$ cat config.mk
export PLATFORM = sky130hd
export DESIGN_NAME = rcat_top
export DESIGN_NICKNAME = d
export VERILOG_FILES = /design/src/rcat_pkg.sv /design/src/rcat_top.sv
export SDC_FILE = /design/constraint.sdc
export NUM_CORES = 1
export LEC_CHECK = 0
export BUFFER_PORTS_ARGS = -buffer_cell sky130_fd_sc_hd__buf_4
export CELL_PAD_IN_SITES_DETAIL_PLACEMENT = 1
export CELL_PAD_IN_SITES_GLOBAL_PLACEMENT = 1
export CORE_ASPECT_RATIO = 0.8
export CORE_UTILIZATION = 43
export CTS_BUF_LIST = sky130_fd_sc_hd__clkbuf_8
export DETAILED_ROUTE_END_ITERATION = 16
export PLACE_DENSITY = 0.76
export SYNTH_ARGS = -nofsm -noshare
export SYNTH_HDL_FRONTEND = slang
export SYNTH_SLANG_ARGS = --single-unit
$ cat constraint.sdc
create_clock -name pclk -period 2.4 [get_ports pclk]
set_input_delay 0.24 -clock pclk [delete_from_list [all_inputs] [get_ports pclk]]
set_output_delay 0.24 -clock pclk [all_outputs]
set_load 0.05 [all_outputs]
$ cat src/rcat_pkg.sv
// Overview of operation
// - Cutoff cycling runs only when the heat input is set non-latching.
// - First heat alarm turns outputs on and starts the initial cutoff interval.
// - Initial interval expiry silences the outputs the heat alarm turned on only if no alarm is present.
// - Alarm still present at initial expiry keeps outputs on, reruns initial interval.
// - No alarm at initial expiry turns the programmed outputs off until a fresh threshold crossing.
// - Fresh threshold crossing after silencing reactivates; cyclic interval expiry silences again.
// - Only fresh crossings after silencing reactivate; each lasts the cyclic duration.
// - Cutoff durations span 0 to 180, in seconds or minutes as configured.
// - Full-delay mode reloads full delay on abort, restarts full count on release.
// - Countdown state persists in every abort mode until a system reset.
// - Ten-second-hold mode keeps counting under abort, halting at 10 seconds.
// - Ten-second-hold resumes from 10 on release; abort arriving below 10 reloads 10.
// - Extended mode loads full delay plus 90 seconds on abort, counts on release.
// - Freeze mode holds remaining time while abort active, continues on release.
// - No-interrupt mode ignores abort at all times and counts straight down to zero.
// - After initial cutoff, held manual switch reactivates extinguishing outputs.
// - Alarm, abort, supervisory and waterflow contacts have per-input polarity.
package rcat_pkg;

  // Register offsets
  localparam logic [7:0] OFS_CTRL   = 8'h00;
  localparam logic [7:0] OFS_ITL    = 8'h04;
  localparam logic [7:0] OFS_CTL    = 8'h08;
  localparam logic [7:0] OFS_DELAY  = 8'h0C;
  localparam logic [7:0] OFS_CMD    = 8'h10;
  localparam logic [7:0] OFS_STATUS = 8'h14;
  localparam logic [7:0] OFS_REMAIN = 8'h18;

  // Field positions
  localparam int CMD_SYS_RESET = 0;
  localparam int CMD_START     = 1;

  // Reset values
  localparam logic [11:0] CTRL_RST  = 12'h001;
  localparam logic [7:0]  ITL_RST   = 8'h1E;
  localparam logic [7:0]  CTL_RST   = 8'h1E;
  localparam logic [15:0] DELAY_RST = 16'h001E;

  // Counts
  localparam int          NUM_HEAT     = 4;
  localparam logic [7:0]  CUTOFF_MAX   = 8'hB4;
  localparam logic [15:0] HOLD_SECS    = 16'h000A;
  localparam logic [15:0] EXTRA_SECS   = 16'h005A;
  localparam logic [5:0]  SECS_PER_MIN = 6'h3C;
  localparam int          CLK_NS       = 10;
  localparam int          SEC_NS       = 1000000000;
  localparam int          CYC_PER_SEC  = SEC_NS / CLK_NS;

  typedef enum logic [2:0] {
    AB_FULL, AB_HOLD10, AB_EXTEND, AB_FREEZE, AB_NOINT
  } rcat_abort_mode_t;

  typedef struct packed {
    logic [3:0] pol_heat;
    logic       pol_wflow;
    logic       pol_supervisory_input;
    logic       pol_abort;
    logic [2:0] abort_mode;
    logic       unit_min;
    logic       nonlatch;
  } rcat_ctrl_t;

  typedef struct packed {
    logic paddr_ok;
    logic wr;
    logic rd;
  } rcat_acc_t;

endpackage

$ cat src/rcat_top.sv
`timescale 1ns/1ns
module rcat_top #(
  parameter int CYC_PER_SEC = rcat_pkg::CYC_PER_SEC
) (
  // Clock and reset
  input  wire logic                          pclk,
  input  wire logic                          presetn,
  // APB slave
  input  wire logic                          psel,
  input  wire logic                          penable,
  input  wire logic                          pwrite,
  input  wire logic [7:0]                    paddr,
  input  wire logic [31:0]                   pwdata,
  output logic      [31:0]                   prdata,
  output logic                               pready,
  output logic                               pslverr,
  // Field contacts
  input  wire logic [rcat_pkg::NUM_HEAT-1:0] alarm_contact_monitor,
  input  wire logic                          abort_input,
  input  wire logic                          manual_reactivate_switch,
  input  wire logic                          supervisory_input,
  input  wire logic                          waterflow_input,
  // Output enables
  output logic                               notify_out_en,
  output logic                               extinguish_out_en,
  output logic                               release_out_en,
  output logic                               supervisory_active,
  output logic                               waterflow_active
);

  typedef enum logic [2:0] {
    CO_IDLE, CO_LATCH, CO_INIT, CO_SILENT, CO_CYC
  } rcat_co_state_t;

  typedef enum logic [1:0] {
    CD_IDLE, CD_RUN, CD_DONE
  } rcat_cd_state_t;

  rcat_pkg::rcat_ctrl_t ctrl_q;
  logic [7:0]           itl_q;
  logic [7:0]           ctl_q;
  logic [15:0]          delay_q;
  logic [31:0]          prdata_q;
  logic                 pready_q;
  logic                 pslverr_q;
  rcat_pkg::rcat_acc_t  acc;
  logic                 sys_clr;
  logic                 cd_start;
  logic [7:0]           wr_clamp;

  // Contact conditioning
  logic [rcat_pkg::NUM_HEAT-1:0] heat_s1_q;
  logic [rcat_pkg::NUM_HEAT-1:0] heat_s2_q;
  logic [rcat_pkg::NUM_HEAT-1:0] heat_d_q;
  logic [rcat_pkg::NUM_HEAT-1:0] heat_lvl;
  logic [rcat_pkg::NUM_HEAT-1:0] heat_rise;
  logic [3:0]                    ct_s1_q;
  logic [3:0]                    ct_s2_q;
  logic                          abort_d_q;
  logic                          abort_lvl;
  logic                          abort_rise;
  logic                          squirt_lvl;

  // Time base
  logic [31:0] sec_cnt_q;
  logic [5:0]  min_cnt_q;
  logic        sec_tick_q;
  logic        min_tick_q;
  logic        co_tick;

  // Cutoff and countdown
  rcat_co_state_t   co_state_q;
  logic [7:0]       co_rem_q;
  logic             co_expire;
  logic             any_heat;
  rcat_cd_state_t   cd_state_q;
  logic [15:0]      cd_rem_q;
  rcat_pkg::rcat_abort_mode_t mode;
  logic             abort_eff;
  logic             outs_on;
  logic             after_init;

  // APB decode
  assign acc.wr = psel & penable & pready_q & pwrite;
  assign acc.rd = psel & ~penable & ~pwrite;
  assign acc.paddr_ok = (paddr == rcat_pkg::OFS_CTRL) || (paddr == rcat_pkg::OFS_ITL) ||
                        (paddr == rcat_pkg::OFS_CTL) || (paddr == rcat_pkg::OFS_DELAY) ||
                        (paddr == rcat_pkg::OFS_CMD) || (paddr == rcat_pkg::OFS_STATUS) ||
                        (paddr == rcat_pkg::OFS_REMAIN);
  assign sys_clr  = acc.wr && paddr == rcat_pkg::OFS_CMD && pwdata[rcat_pkg::CMD_SYS_RESET];
  assign cd_start = acc.wr && paddr == rcat_pkg::OFS_CMD && pwdata[rcat_pkg::CMD_START];
  assign wr_clamp = (pwdata[31:8] != 24'h000000 || pwdata[7:0] > rcat_pkg::CUTOFF_MAX) ?
                    rcat_pkg::CUTOFF_MAX : pwdata[7:0];

  always_ff @(posedge pclk or negedge presetn) begin
    if (!presetn) begin
      pready_q  <= 1'b0;
      pslverr_q <= 1'b0;
    end else begin
      pready_q  <= psel & ~penable;
      pslverr_q <= psel & ~penable & ~acc.paddr_ok;
    end
  end

  always_ff @(posedge pclk or negedge presetn) begin
    if (!presetn) begin
      prdata_q <= 32'h00000000;
    end else if (acc.rd) begin
      unique case (paddr)
        rcat_pkg::OFS_CTRL:   prdata_q <= {20'h00000, ctrl_q};
        rcat_pkg::OFS_ITL:    prdata_q <= {24'h000000, itl_q};
        rcat_pkg::OFS_CTL:    prdata_q <= {24'h000000, ctl_q};
        rcat_pkg::OFS_DELAY:  prdata_q <= {16'h0000, delay_q};
        rcat_pkg::OFS_STATUS: prdata_q <= {18'h00000, heat_lvl, 1'b0, co_state_q,
                                           cd_state_q, abort_lvl, squirt_lvl,
                                           extinguish_out_en, notify_out_en};
        rcat_pkg::OFS_REMAIN: prdata_q <= {co_rem_q, 8'h00, cd_rem_q};
        default:              prdata_q <= 32'h00000000;
      endcase
    end else begin
      prdata_q <= 32'h00000000;
    end
  end

  always_ff @(posedge pclk or negedge presetn) begin
    if (!presetn) begin
      ctrl_q  <= rcat_pkg::CTRL_RST;
      itl_q   <= rcat_pkg::ITL_RST;
      ctl_q   <= rcat_pkg::CTL_RST;
      delay_q <= rcat_pkg::DELAY_RST;
    end else if (acc.wr) begin
      if (paddr == rcat_pkg::OFS_CTRL) begin
        ctrl_q <= rcat_pkg::rcat_ctrl_t'(pwdata[11:0]);
      end
      if (paddr == rcat_pkg::OFS_ITL) begin
        itl_q <= wr_clamp;
      end
      if (paddr == rcat_pkg::OFS_CTL) begin
        ctl_q <= wr_clamp;
      end
      if (paddr == rcat_pkg::OFS_DELAY) begin
        delay_q <= pwdata[15:0];
      end
    end
  end

  // Heat detector sync, polarity and edge per input
  genvar gi;
  generate
    for (gi = 0; gi < rcat_pkg::NUM_HEAT; gi++) begin : g_heat
      always_ff @(posedge pclk or negedge presetn) begin
        if (!presetn) begin
          heat_s1_q[gi] <= 1'b0;
          heat_s2_q[gi] <= 1'b0;
          heat_d_q[gi]  <= 1'b0;
        end else begin
          heat_s1_q[gi] <= alarm_contact_monitor[gi];
          heat_s2_q[gi] <= heat_s1_q[gi];
          heat_d_q[gi]  <= heat_lvl[gi];
        end
      end
      assign heat_lvl[gi]  = heat_s2_q[gi] ^ ctrl_q.pol_heat[gi];
      assign heat_rise[gi] = heat_lvl[gi] & ~heat_d_q[gi];
    end
  endgenerate

  // Other contacts: abort, squirt, supervisory, waterflow
  always_ff @(posedge pclk or negedge presetn) begin
    if (!presetn) begin
      ct_s1_q   <= 4'h0;
      ct_s2_q   <= 4'h0;
      abort_d_q <= 1'b0;
    end else begin
      ct_s1_q   <= {waterflow_input, supervisory_input, manual_reactivate_switch,
                    abort_input};
      ct_s2_q   <= ct_s1_q;
      abort_d_q <= abort_lvl;
    end
  end

  assign abort_lvl  = ct_s2_q[0] ^ ctrl_q.pol_abort;
  assign abort_rise = abort_lvl & ~abort_d_q;
  assign squirt_lvl = ct_s2_q[1];
  assign any_heat   = |heat_lvl;

  // Second and minute tick enables
  always_ff @(posedge pclk or negedge presetn) begin
    if (!presetn) begin
      sec_cnt_q  <= 32'h00000000;
      min_cnt_q  <= 6'h00;
      sec_tick_q <= 1'b0;
      min_tick_q <= 1'b0;
    end else begin
      sec_tick_q <= 1'b0;
      min_tick_q <= 1'b0;
      if (sec_cnt_q >= 32'(CYC_PER_SEC - 1)) begin
        sec_cnt_q  <= 32'h00000000;
        sec_tick_q <= 1'b1;
        if (min_cnt_q == rcat_pkg::SECS_PER_MIN - 6'h01) begin
          min_cnt_q  <= 6'h00;
          min_tick_q <= 1'b1;
        end else begin
          min_cnt_q <= min_cnt_q + 6'h01;
        end
      end else begin
        sec_cnt_q <= sec_cnt_q + 32'h00000001;
      end
    end
  end

  assign co_tick   = ctrl_q.unit_min ? min_tick_q : sec_tick_q;
  assign co_expire = (co_rem_q == 8'h00) || (co_tick && co_rem_q == 8'h01);

  // Thermal cycling cutoff
  always_ff @(posedge pclk or negedge presetn) begin
    if (!presetn) begin
      co_state_q <= CO_IDLE;
      co_rem_q   <= 8'h00;
      after_init <= 1'b0;
    end else if (sys_clr) begin
      co_state_q <= CO_IDLE;
      co_rem_q   <= 8'h00;
      after_init <= 1'b0;
    end else begin
      unique case (co_state_q)
        CO_IDLE: begin
          if (any_heat) begin
            if (ctrl_q.nonlatch) begin
              co_state_q <= CO_INIT;
              co_rem_q   <= itl_q;
            end else begin
              co_state_q <= CO_LATCH;
            end
          end
        end
        CO_LATCH: begin
          co_state_q <= CO_LATCH;
        end
        CO_INIT: begin
          if (co_expire) begin
            after_init <= 1'b1;
            if (any_heat) begin
              co_rem_q <= itl_q;
            end else begin
              co_state_q <= CO_SILENT;
              co_rem_q   <= 8'h00;
            end
          end else if (co_tick) begin
            co_rem_q <= co_rem_q - 8'h01;
          end
        end
        CO_SILENT: begin
          if (|heat_rise) begin
            co_state_q <= CO_CYC;
            co_rem_q   <= ctl_q;
          end
        end
        CO_CYC: begin
          if (co_expire) begin
            co_state_q <= CO_SILENT;
            co_rem_q   <= 8'h00;
          end else if (co_tick) begin
            co_rem_q <= co_rem_q - 8'h01;
          end
        end
      endcase
    end
  end

  assign outs_on = (co_state_q == CO_LATCH) || (co_state_q == CO_INIT) ||
                   (co_state_q == CO_CYC);

  // Pre-release countdown with abort handling
  assign mode      = rcat_pkg::rcat_abort_mode_t'(ctrl_q.abort_mode);
  assign abort_eff = abort_lvl && !(mode == rcat_pkg::AB_NOINT);

  always_ff @(posedge pclk or negedge presetn) begin
    if (!presetn) begin
      cd_state_q <= CD_IDLE;
      cd_rem_q   <= 16'h0000;
    end else if (sys_clr) begin
      cd_state_q <= CD_IDLE;
      cd_rem_q   <= 16'h0000;
    end else begin
      unique case (cd_state_q)
        CD_IDLE: begin
          if (cd_start) begin
            cd_state_q <= CD_RUN;
            cd_rem_q   <= delay_q;
          end
        end
        CD_RUN: begin
          if (cd_rem_q == 16'h0000) begin
            cd_state_q <= CD_DONE;
          end else begin
            case (mode)
              rcat_pkg::AB_HOLD10: begin
                if (abort_rise && cd_rem_q < rcat_pkg::HOLD_SECS) begin
                  cd_rem_q <= rcat_pkg::HOLD_SECS;
                end else if (sec_tick_q && (!abort_eff || cd_rem_q > rcat_pkg::HOLD_SECS)) begin
                  cd_rem_q <= cd_rem_q - 16'h0001;
                end
              end
              rcat_pkg::AB_EXTEND: begin
                if (abort_eff) begin
                  cd_rem_q <= abort_rise ? delay_q + rcat_pkg::EXTRA_SECS : cd_rem_q;
                end else if (sec_tick_q) begin
                  cd_rem_q <= cd_rem_q - 16'h0001;
                end
              end
              rcat_pkg::AB_FREEZE: begin
                if (!abort_eff && sec_tick_q) begin
                  cd_rem_q <= cd_rem_q - 16'h0001;
                end
              end
              rcat_pkg::AB_NOINT: begin
                if (sec_tick_q) begin
                  cd_rem_q <= cd_rem_q - 16'h0001;
                end
              end
              default: begin
                if (abort_eff) begin
                  cd_rem_q <= delay_q;
                end else if (sec_tick_q) begin
                  cd_rem_q <= cd_rem_q - 16'h0001;
                end
              end
            endcase
          end
        end
        CD_DONE: begin
          cd_state_q <= CD_DONE;
        end
      endcase
    end
  end

  // Output enables
  always_ff @(posedge pclk or negedge presetn) begin
    if (!presetn) begin
      notify_out_en      <= 1'b0;
      extinguish_out_en  <= 1'b0;
      release_out_en     <= 1'b0;
      supervisory_active <= 1'b0;
      waterflow_active   <= 1'b0;
    end else begin
      notify_out_en      <= outs_on;
      extinguish_out_en  <= outs_on || (after_init && !outs_on && squirt_lvl);
      release_out_en     <= cd_state_q == CD_DONE;
      supervisory_active <= ct_s2_q[2] ^ ctrl_q.pol_supervisory_input;
      waterflow_active   <= ct_s2_q[3] ^ ctrl_q.pol_wflow;
    end
  end

  assign prdata  = prdata_q;
  assign pready  = pready_q;
  assign pslverr = pslverr_q;

endmodule

Word level (Yosys, flattened, before mapping)
Cells that the tools add are included.
- bits of input ports: 53
- bits in registers: 174
- word-level logic and storage cells: 198
- bitwise logic cells: 26
- equality and inequality tests: 30
- order comparisons: 4
- multiplexer cells: 45
- reductions and logical operators: 46
- add/subtract/negate cells: 5
- operators with widths (cell ; count):
    32-bit one-hot mux with 6 select lines ; 1
    16-bit 2-to-1 mux ; 10
    8-bit 2-to-1 mux ; 9
    32-bit 2-to-1 mux ; 2
    16-bit one-hot mux with 4 select lines ; 1
    32-bit by 1-bit adder with 32-bit output, second input constant ; 1
    32-bit by 27-bit greater-or-equal comparator with 1-bit output, second input constant ; 1
    16-bit one-hot mux with 2 select lines ; 1
    8-bit one-hot mux with 4 select lines ; 1
    3-bit != test, second input constant ; 9
    8-bit by 5-bit == test with 1-bit output, second input constant ; 3
    24-bit nonzero test ; 1
    3-bit 2-to-1 mux ; 6
    16-bit by 7-bit adder with 16-bit output, second input constant ; 1
    8-bit by 4-bit == test with 1-bit output, second input constant ; 2
    16-bit by 4-bit > comparator with 1-bit output, second input constant ; 1
    16-bit logical NOT ; 1
    8-bit logical NOT ; 2
    16-bit by 4-bit < comparator with 1-bit output, second input constant ; 1
    16-bit by 1-bit subtractor with 16-bit output, second input constant ; 1
    3-bit one-hot mux with 5 select lines ; 1
    3-bit by 2-bit == test with 1-bit output, second input constant ; 4
    1-bit logical OR ; 12
    2-bit AND reduction ; 6
    other kinds (30) ; 78

Logic depth before layout (Yosys ltp)
Gate-level depths: netlist of run 1.
- depth after elaboration: 12
- mapped depth: 11
- gate-level depth less buffers: 9

Worst setup path after synthesis of run 1
No wires, ideal clock.
- kind: reg2reg
- start: register pready_q, in the netlist pready
- end: register cd_rem_q[8]
- stages on the path, launching flop included: 10
- data arrival time: 2.444 ns
- path slack: -0.178 ns
- required time: 2.266 ns
- clock period less this slack: 2.578 ns
- cells stage by stage: dfrtp_1 -> and4_1 -> clkbuf_1 -> nand2_1 -> nor3_1 -> o21ai_0 -> a211o_1 -> clkbuf_1 -> o21ai_0 -> o31ai_1
- word-level cells in the longest chain between the ends: 6
- ends and longest elaborated chain (what ; RTL line ; source):
    start, declared ; rcat_top.sv:44 ; logic pready_q;
    start signal, assigned ; rcat_top.sv:100 ; pready_q <= psel & ~penable;
    1-bit bitwise AND (*) (2 in a row) ; rcat_top.sv:84 ; assign acc.wr = psel & penable & pready_q & pwrite;
    1-bit logical AND (*) ; rcat_top.sv:90, rcat_top.sv:91 ;
    1-bit logical AND (on tied branches) ; rcat_top.sv:90, rcat_top.sv:91 ;
    5-bit != test (no line), or another cell as far along ; n/a ;
    6-bit AND reduction (no line) ; n/a ;
    end signal, assigned ; rcat_top.sv:289 ; cd_rem_q <= delay_q;
    end signal, assigned ; rcat_top.sv:299 ; cd_rem_q <= rcat_pkg::HOLD_SECS;
    end signal, assigned ; rcat_top.sv:301 ; cd_rem_q <= cd_rem_q - 16'h0001;
    end, declared ; rcat_top.sv:77 ; logic [15:0] cd_rem_q;
Every way passes the cells marked *; elsewhere a longest branch is shown, timed or not.
A chain may end at the register's enable or synchronous reset.

Worst setup path in the final report of run 1
- start: register co_rem_q[6]
- end: register co_rem_q[0]
- word-level cells in the longest chain between the ends: 6
- ends and longest elaborated chain (what ; RTL line ; source):
    start, declared ; rcat_top.sv:73 ; logic [7:0] co_rem_q;
    start signal, assigned ; rcat_top.sv:230 ; co_rem_q <= itl_q;
    start signal, assigned ; rcat_top.sv:243 ; co_rem_q <= itl_q;
    start signal, assigned ; rcat_top.sv:249 ; co_rem_q <= co_rem_q - 8'h01;
    8-bit by 1-bit == test with 1-bit output ; rcat_top.sv:212 ; assign co_expire = (co_rem_q == 8'h00) || (co_tick && co_rem_q == 8'h01);
    1-bit logical AND ; rcat_top.sv:212 ;
    1-bit logical OR (*) ; rcat_top.sv:212 ;
    8-bit 2-to-1 mux (on tied branches) ; rcat_top.sv:259, rcat_top.sv:240 ;
    8-bit one-hot mux with 4 select lines (*) ; rcat_top.sv:225 ; unique case (co_state_q)
    8-bit 2-to-1 mux (*) ; rcat_top.sv:220 ; end else if (sys_clr) begin
Marks and branches as above.

==> results of run 1 <==
stage by stage:
step	instances	utilization	setup slack, ps
floorplan	955	-	-93.1
global placement	1359	0.529	-141
detailed placement	1359	0.529	-180
CTS	1403	0.555	-153
global route	1414	0.576	-219
finish	1414	0.576	-188
worst max-delay path, delay by kind of cell (launching register included):
family | cells | cell delay [ps]
simple gates | 3 | 1330
compound gates | 3 | 620
flops | 1 | 390
buf+inv | 1 | 150
power by group through the flow:
stage / registers [W] / logic [W] / clock network (W)
2_1_floorplan: 0.00325 / 0.00164 / 0
3_3_place_gp: 0.00327 / 0.00267 / 0
3_5_place_dp: 0.00329 / 0.00274 / 0
4_1_cts: 0.00324 / 0.00280 / 0.00190
5_1_grt: 0.00328 / 0.00393 / 0.00203
6_report: 0.00325 / 0.00372 / 0.00187
flip-flops by register name, indices dropped and copies added, names as in the netlist, 2 cells and up:
name and flops:
co_rem_q 8, ct_s1_q 4, delay_q 16, prdata 24, ct_s2_q 4, min_cnt_q 6, itl_q 8, sec_cnt_q 32
mode 3, ctl_q 8, cd_state_q 2, heat_d_q 4, heat_s2_q 4, ctrl_q 9, co_state_q 3, cd_rem_q 16
heat_s1_q 4
routing by layer:
layer,track usage,up-vias
met5,0,-
met4,0.0770,0
met3,0.0606,51
met2,0.459,365
met1,0.406,4288
li1,-,3794
final cells by class:
class | count | share of cell area
inverters | 23 | 0.00748
clock buffers | 19 | 0.0227
well taps | 264 | 0.0286
flip-flops and latches | 166 | 0.361
clock inverters | 12 | 0.00705
repair buffers | 230 | 0.164
multi-input cells | 700 | 0.408
cells in the mapped netlist, drive strengths merged (17+ instances only):
| master | count |
|---|---|
| a31oi | 23 |
| mux2 | 28 |
| buf | 17 |
| xnor2 | 27 |
| inv | 22 |
| nand3 | 20 |
| clkbuf | 49 |
| dfrtp | 153 |
| xor2 | 27 |
| nand2 | 99 |
| a21oi | 36 |
| nor3 | 29 |
| a22oi | 25 |
| o21ai | 70 |
| nor2 | 96 |
worst paths after layout:
path | start | to | slack [ps] | depth (start not counted)
min in group asynchronous | presetn | cd_state_q[1] | 260 | 2
setup reg to reg | co_rem_q[6] | co_rem_q[0] | -190 | 7
max in group asynchronous | presetn | ctl_q[5] | 1250 | 3
setup / recovery | co_rem_q[6] | co_rem_q[0] | -190 | 7
hold reg to reg | heat_s1_q[2] | heat_s2_q[2] | 350 | 0
hold / removal | pwdata[10] | delay_q[10] | 50 | 2
kinds of logic after synthesis:
family,synth area share
flip-flops,0.470
AO/OA/AOI/OAI,0.186
adder cells (fa/ha/maj),0.0141
AND/OR/NAND/NOR,0.188
XOR/XNOR,0.0533
other,0.000422
multiplexers,0.0468
buffers and inverters,0.0411
timing repair:
action / 4_1_cts / 5_1_grt
gates resized for setup: 11 / 67
endpoints found under the hold margin: 53 / 2
buffers inserted: 2 / 6
gates cloned: 0 / 3
pin swaps: 6 / 32
hold buffers: 11 / 2
setup endpoints to repair: 18 / 24
==> flow_summary.json, run 1 <==
{
  "setup_ws_ps": -188,
  "globalRoute.totalOverflow": 0,
  "power.clock.fraction": 0.211,
  "drv.max_cap_violation_count": 0,
  "synth_flop_cell": "dfrtp_1",
  "critPathKind": "flop to flop",
  "grt_setup_unrepaired": "yes",
  "power.sequential.fraction": 0.367,
  "met3_length_um": 2070,
  "total_switching_power_w": 0.00340,
  "netlist-cell-type-count": 76,
  "ir_worst_vdd_uv": 738,
  "fin_hold_ws_ps": 47.4,
  "post-route-min-period_ps": 2590,
  "initial_core_util": 0.443,
  "fp.coreArea_um2": 20000,
  "num-fill-cells": 2297,
  "setup_tns_ps": -964,
  "failed_checks": "setup timing",
  "clock-skew-final_ps": 17.1,
  "synthCells": 943,
  "timing.max_slew.rel_slack": 0.533,
  "rows": 46,
  "cts_tree": "yes",
  "cp.arrival_ps": 2950,
  "power_w": 0.00884,
  "drt.antenna.violating_nets": 0,
  "layout.cells.most_common": "buf_4",
  "groute.usage.overall": 0.290,
  "final_min_period_over_clock_period": 1.08,
  "routed_vias": 8498,
  "fp.dieH_um": 131,
  "synth-edff-count": 0,
  "detailedRoute.firstIterationViolations": 786,
  "p_int_w": 0.00545,
  "yosysTopAreaCellShare": 0.431,
  "cp-end-kind": "flop",
  "synth.yosys.seq_area_share": 0.470,
  "syn_to_final_growth_pct": 30.0,
  "yosys.area.top_type": "dfrtp_1",
  "maximum_number_of_buffers_from_clock_root_to_sink": 2,
  "yosys_warnings": 0,
  "clk_transition_reported_paths_ps": 90,
  "first_pass_grt_wire_length_um": 47100,
  "dpl_cell_area_um2": 10600,
  "wl_met1_um": 14200,
  "cp_common_cell": "or4_4",
  "highest-signal-layer": "met4",
  "tightest_slew_ps": 695,
  "p_leak_nw": 4.99,
  "wl_um": 31300,
  "swShare": 0.384,
  "place.detailed.hpwl_um": 22300,
  "path_cells": "or4_4, or3_4, or4_4, a31oi_4, buf_6, a211oi_2, a211oi_1",
  "routed-wl-met2_um": 14400,
  "drc_errors": 0,
  "netlist_area_pre_place_um2": 8880,
  "wl_per_cell_um": 22.1,
  "antenna_found_initial": 0,
  "vias_in_the_first_global_route": 8565,
  "cpPeakStageDelay_ps": 540,
  "num-nets-final": 1201,
  "die_w_um": 163,
  "cts.sinks": 166,
  "place.gp.congestion": 0.937,
  "cts_buffers": 17,
  "cp-start-kind": "flop",
  "postSynthRegisterBits": 166,
  "synthTopCellsByArea": "dfrtp_1, nand2_1, nor2_1",
  "io_buffers": 83,
  "multiInputGateArea_um2": 4710,
  "fin_area_um2": 11500,
  "num_io_pins": 92,
  "critPathRequiredTime_ps": 2760,
  "clk_root_buffer_cell": "clkbuf_8",
  "hold_crit_class": "input port to flop",
  "cp_slowest_cell": "or4_4",
  "comb_power_share": 0.421,
  "viasPerCell": 6.01,
  "antenna-diode-count": 0,
  "power-per-cell-area_nw_per_um2": 766,
  "clock_insertion_delay_worst_skew_ps": 470,
  "die_area_um2": 21200,
  "grt_start_max_net_pins": 54,
  "mean_post_synth_cell_area_um2": 9.42,
  "h_tree_depth": 4,
  "drt_pre_antenna_iters": 6,
  "asyncSetResetFlopFracSynth": 1.00,
  "path_max_fanout": 8,
  "outcome": "complete, but fails checks",
  "hold_viol_final": 0,
  "setup_violations": 16,
  "seqCellArea_um2": 4170,
  "final_cell_mix": "buf_4, dfrtp_1, nand2_1, nor2_1, o21ai_0",
  "timing.fmax_ghz": 0.386,
  "timing.final.max_slew_violations": 0,
  "layout-drive-gt1-share": 0.318
}
No activity file was read; power rests on OpenSTA's default activity.
==> inputs of run 2 (changes only) <==
PLACE_DENSITY = not set   (was 0.76)
PLACE_DENSITY_LB_ADDON = 0.15   (was not set)
==> run 2 against run 1 <==
Effect of this change:
- the flow still finishes with violations (setup timing)
- sequential share of layout area about the same
- worst hold slack worse by 21 ps
- final cell count increased by 0.14%
- critical path depth grew 1
- maximum frequency rose by 4.2%
- via count shrank 0.47%
- largest cell class unchanged
==> flow_summary.json, run 2 (synthesis gave the netlist of run 1 again) <==
{
  "drt_pre_antenna_iters": 5,
  "grt_start_max_net_pins": 54,
  "vias_in_the_first_global_route": 8521,
  "cts.sinks": 166,
  "clk_transition_reported_paths_ps": 90,
  "largest_register_ffs": 32,
  "failed_checks": "setup timing",
  "clk_root_buffer_cell": "clkbuf_8",
  "hold_viol_final": 0,
  "cp_slowest_cell": "or4_4",
  "post-route-min-period_ps": 2480,
  "place.gp.congestion": 0.938,
  "critical_path_buf_inv_count": 1,
  "final_cell_mix": "buf_4, dfrtp_1, nand2_1, nor2_1, o21ai_0",
  "hold_crit_class": "input port to flop",
  "ir_worst_vdd_uv": 420,
  "drt.antenna.violating_nets": 0,
  "fin_hold_ws_ps": 26.8,
  "critPathKind": "flop to flop",
  "antenna-diode-count": 0,
  "initial_core_util": 0.443,
  "syn_to_final_growth_pct": 29.9,
  "num_io_pins": 92,
  "layout-drive-gt1-share": 0.311,
  "seqCellArea_um2": 4170,
  "viasPerCell": 5.97,
  "detailedRoute.firstIterationViolations": 679,
  "cp_common_cell": "or4_4",
  "path_cells": "or4_4, or3_4, or4_4, a31oi_4, buf_4, a221o_2, mux2i_1, nor2_1",
  "io_buffers": 83,
  "timing.fmax_ghz": 0.402,
  "cpPeakStageDelay_ps": 540,
  "grt_setup_unrepaired": "yes",
  "rows": 46,
  "timing.max_slew.rel_slack": 0.605,
  "antenna_found_initial": 0,
  "fp.coreArea_um2": 20000,
  "drv.max_cap_violation_count": 0,
  "cp-start-kind": "flop",
  "final_core_utilization": 0.576,
  "setup_tns_ps": -469,
  "cts_tree": "yes",
  "timing.final.max_slew_violations": 0,
  "layout.cells.most_common": "buf_4",
  "place.detailed.hpwl_um": 22600,
  "cts_buffers": 17,
  "h_tree_depth": 4,
  "cp-end-kind": "flop",
  "fp.dieH_um": 131,
  "routed_vias": 8458,
  "die_w_um": 163,
  "num-fill-cells": 2265,
  "globalRoute.totalOverflow": 0,
  "wl_per_cell_um": 22.2,
  "final_min_period_over_clock_period": 1.04,
  "drc_errors": 0,
  "path_delay_family": "simple AND/OR/NAND/NOR gates",
  "tightest_slew_ps": 587,
  "first_pass_grt_wire_length_um": 47800,
  "multiInputGateArea_um2": 4680,
  "register_name_with_the_most_flops": "sec_cnt_q",
  "num-nets-final": 1202,
  "clock_insertion_delay_worst_skew_ps": 470,
  "setup_ws_ps": -84.9,
  "die_area_um2": 21200,
  "setup_violations": 7,
  "power-per-cell-area_nw_per_um2": 772,
  "groute.usage.overall": 0.296,
  "outcome": "complete, but fails checks",
  "p_leak_nw": 5.01,
  "wl_um": 31400,
  "critPathRequiredTime_ps": 2800,
  "cp.arrival_ps": 2890,
  "clock-skew-final_ps": 16.1,
  "path_max_fanout": 6,
  "maximum_number_of_buffers_from_clock_root_to_sink": 2
}
run 2: changes by cell type in the layout (fill, tap and decap cells not counted), sizes merged:
cell | previous run | this run
inv | 26 | 29
bufinv | 0 | 2
buf | 215 | 216
clkinvlp | 5 | 3
clkinv | 4 | 3
clkbuf | 21 | 20
run 2: power by group:
part	switching, W	total [W]	leakage, nW	internal, W
sequential	0.000253	0.00327	2.11	0.00302
clock	0.00118	0.00216	0.206	0.000981
combinational	0.00196	0.00348	2.69	0.00152
total	0.00339	0.00891	5.01	0.00552
run 2: cell type report:
| cell class | instances | area share |
|---|---|---|
| repair buffers | 231 | 0.161 |
| multi-input cells | 700 | 0.406 |
| clock buffers | 18 | 0.0215 |
| inverters | 23 | 0.00781 |
| flip-flops and latches | 166 | 0.362 |
| clock inverters | 14 | 0.0141 |
| well taps | 264 | 0.0286 |
run 2: final timing paths:
kind	from	cells past startpoint	endpoint	slack [ps]
worst max register to register	co_rem_q[6]	8	co_rem_q[7]	-80
min in group asynchronous	presetn	2	prdata[1]	300
worst min-delay path	pwdata[3]	3	itl_q[3]	30
worst max-delay path	co_rem_q[6]	8	co_rem_q[7]	-80
max in group asynchronous	presetn	3	itl_q[1]	1320
worst min register to register	heat_s1_q[3]	0	heat_s2_q[3]	350
run 2: worst min-delay path: stages:
cell	delay (ps)
buf_4	120
nand2_1	60
o21ai_0	70
run 2: per-stage QoR:
stage,std cells,power (W),worst slack (ps),cell area (µm²)
2_1_floorplan,955,0.00489,-93.1,8940
3_3_place_gp,1364,0.00601,-129,10600
3_5_place_dp,1364,0.00610,-232,10600
4_1_cts,1412,0.00829,-65.6,11200
5_1_grt,1416,0.00930,-168,11500
6_report,1416,0.00891,-84.9,11500
run 2: metal layers:
metal / routed length (µm) / GRT usage / part of all wire
met3: 1890 / 0.0521 / 0.060
met2: 14200 / 0.456 / 0.45
met4: 731 / 0.0907 / 0.023
met1: 14600 / 0.426 / 0.47
met5: 0 / 0 / 0
run 2: repair_timing:
action / in CTS / in global routing
setup buffers: 3 / 3
gates cloned: 0 / 2
resized for setup: 9 / 54
hold endpoints to repair: 50 / 0
pin swaps: 4 / 11
hold buffers: 13 / 0
endpoints found under the setup margin: 18 / 27
==> inputs of run 3 (changes only) <==
PLACE_DENSITY = 0.86   (was not set)
PLACE_DENSITY_LB_ADDON = not set   (was 0.15)
SETUP_SLACK_MARGIN = 0.15   (was not set)
==> run 3 against run 2 <==
Effect of this change:
- the run still ends with setup timing left
- combinational power up 29%
- maximum frequency down 1.3%
- clock-buffer cell count unchanged
- global-route usage up 3.2 points
- sequential share of layout area down 1.4 points
- non-clock buffer count up 13
- register-to-register slack worse by 30 ps
- setup slack worse by 34 ps
- clock skew up 1.0 ps
- clock power up 9%
- worst hold slack worse by 11 ps
- sequential power about the same
==> flow_summary.json, run 3 (synthesis gave the netlist of run 1 again) <==
{
  "die_w_um": 163,
  "reg2reg_setup_slack_ps": -120,
  "power-per-cell-area_nw_per_um2": 839,
  "path_max_fanout": 4,
  "clock-skew-final_ps": 17.1,
  "die_area_um2": 21200,
  "setup_tns_ps": -1580,
  "ir_worst_vdd_uv": 509,
  "clk_transition_reported_paths_ps": 100,
  "num-nets-final": 1215,
  "tightest_slew_ps": 722,
  "wl_per_cell_um": 24.6,
  "clk_root_buffer_cell": "clkbuf_8",
  "timing.max_slew.rel_slack": 0.518,
  "layout.cells.most_common": "buf_4",
  "cts.sinks": 166,
  "antenna-diode-count": 0,
  "post-route-min-period_ps": 2520,
  "wl_um": 35100,
  "drv.max_cap_violation_count": 0,
  "drt_pre_antenna_iters": 5,
  "pre_cts_ws_ps": -123,
  "h_tree_depth": 4,
  "globalRoute.totalOverflow": 0,
  "p_leak_nw": 5.19,
  "cp.arrival_ps": 2890,
  "fp.coreArea_um2": 20000,
  "initial_core_util": 0.443,
  "critPathKind": "flop to flop",
  "r2r_worst_path_depth": 9,
  "place.gp.congestion": 0.957,
  "failed_checks": "setup timing",
  "timing.fmax_ghz": 0.397,
  "rows": 46,
  "maximum_number_of_buffers_from_clock_root_to_sink": 2,
  "num-fill-cells": 2241,
  "setup_violations": 25,
  "power_w": 0.0101,
  "clock_insertion_delay_worst_skew_ps": 490,
  "post-place-cells": 1362,
  "fin_hold_ws_ps": 15.6,
  "drc_errors": 0,
  "critPathRequiredTime_ps": 2770,
  "groute.usage.overall": 0.328,
  "viasPerCell": 6.27,
  "cts_buffers": 17,
  "final_min_period_over_clock_period": 1.05,
  "timing.hold.worst_endpoint": "delay_q[13]",
  "fp.dieH_um": 131,
  "cp-start-kind": "flop",
  "rr_startpoint": "cd_rem_q[4]",
  "largest_register_ffs": 32,
  "place.detailed.hpwl_um": 22900,
  "routed_vias": 8948,
  "layout-drive-gt1-share": 0.346,
  "detailedRoute.firstIterationViolations": 972,
  "outcome": "complete, but fails checks",
  "register_name_with_the_most_flops": "sec_cnt_q",
  "vias_in_the_first_global_route": 9316,
  "drt.antenna.violating_nets": 0,
  "final_cell_mix": "buf_4, dfrtp_1, nor2_1, nand2_1, o21ai_0",
  "hold_viol_final": 0,
  "grt_start_max_net_pins": 66,
  "syn_to_final_growth_pct": 35.3,
  "hold_path_startpoint": "pwdata[13]",
  "io_buffers": 83,
  "num_io_pins": 92,
  "cts_tree": "yes",
  "non_filler_cells_in_the_finished_layout": 1428,
  "grt_setup_unrepaired": "yes",
  "antenna_found_initial": 0,
  "hold_crit_class": "input port to flop",
  "first_pass_grt_wire_length_um": 52600,
  "timing.final.max_slew_violations": 0,
  "timing.hold.worst_path_depth": 2,
  "cp-end-kind": "flop",
  "setup_ws_ps": -119,
  "r2r_end": "cd_rem_q[5]"
}
-- run 3: cell count changes in the layout (fill, tap and decap cells not counted), moves of 5 or more --
cell | previous run | this run
o31ai_4 | 1 | 7
nand2_1 | 99 | 85
nand2_4 | 0 | 8
buf_12 | 3 | 8
nand2_2 | 0 | 6
o21ai_2 | 2 | 7
-- run 3: critical path: stages (launching register included) --
cell,delay (ps)
dfrtp_1,420
nor4_4,400
and4b_2,390
a21o_1,190
a21oi_2,50
a211o_4,410
buf_12,160
buf_16,140
a31oi_4,150
o22ai_1,90
-- run 3: layout make-up --
type | count | area [µm²] | area share
Clock inverter | 13 | 194 | 0.0161
Multi-Input combinational cell | 700 | 4900 | 0.408
Inverter | 23 | 86.3 | 0.00718
Sequential cell | 166 | 4180 | 0.347
Timing Repair Buffer | 244 | 2080 | 0.173
Clock buffer | 18 | 248 | 0.0206
Tap cell | 264 | 330 | 0.0275
-- run 3: report_power, final --
| part | switching, W | internal [W] | total, W |
|---|---|---|---|
| Combinational | 0.00246 | 0.00202 | 0.00448 |
| Sequential | 0.000235 | 0.00302 | 0.00325 |
| Clock | 0.00117 | 0.00117 | 0.00235 |
-- run 3: routing by layer --
| metal | track usage | share of wire | up-vias |
|---|---|---|---|
| li1 | - | - | 3829 |
| met1 | 0.432 | 0.42 | 4546 |
| met2 | 0.537 | 0.47 | 490 |
| met3 | 0.0676 | 0.079 | 83 |
| met4 | 0.123 | 0.031 | 0 |
| met5 | 0 | 0 | - |
-- run 3: worst max path at each step --
stage	startpoint	endpoint	slack (ps)	cells after the start
floorplan	co_rem_q[4]	co_rem_q[1]	-90	7
global placement	co_rem_q[6]	co_rem_q[5]	-50	8
detailed placement	cd_rem_q[5]	cd_rem_q[8]	-120	7
CTS	co_rem_q[6]	co_rem_q[7]	-60	8
global route	co_rem_q[6]	co_state_q[2]	-240	9
finish	cd_rem_q[4]	cd_rem_q[5]	-120	9
-- run 3: per-stage QoR --
stage / util / cell area [µm²]
2_1_floorplan: - / 8980
3_3_place_gp: 0.533 / 10700
3_5_place_dp: 0.533 / 10700
4_1_cts: 0.589 / 11800
5_1_grt: 0.600 / 12000
6_report: 0.600 / 12000
-- run 3: timing repair --
item,CTS,global route
endpoints found under the setup margin,58,30
resized for setup,85,39
hold buffers,14,0
hold endpoints to repair,73,0
cloned,3,0
pin swaps,25,20
buffers inserted,15,3
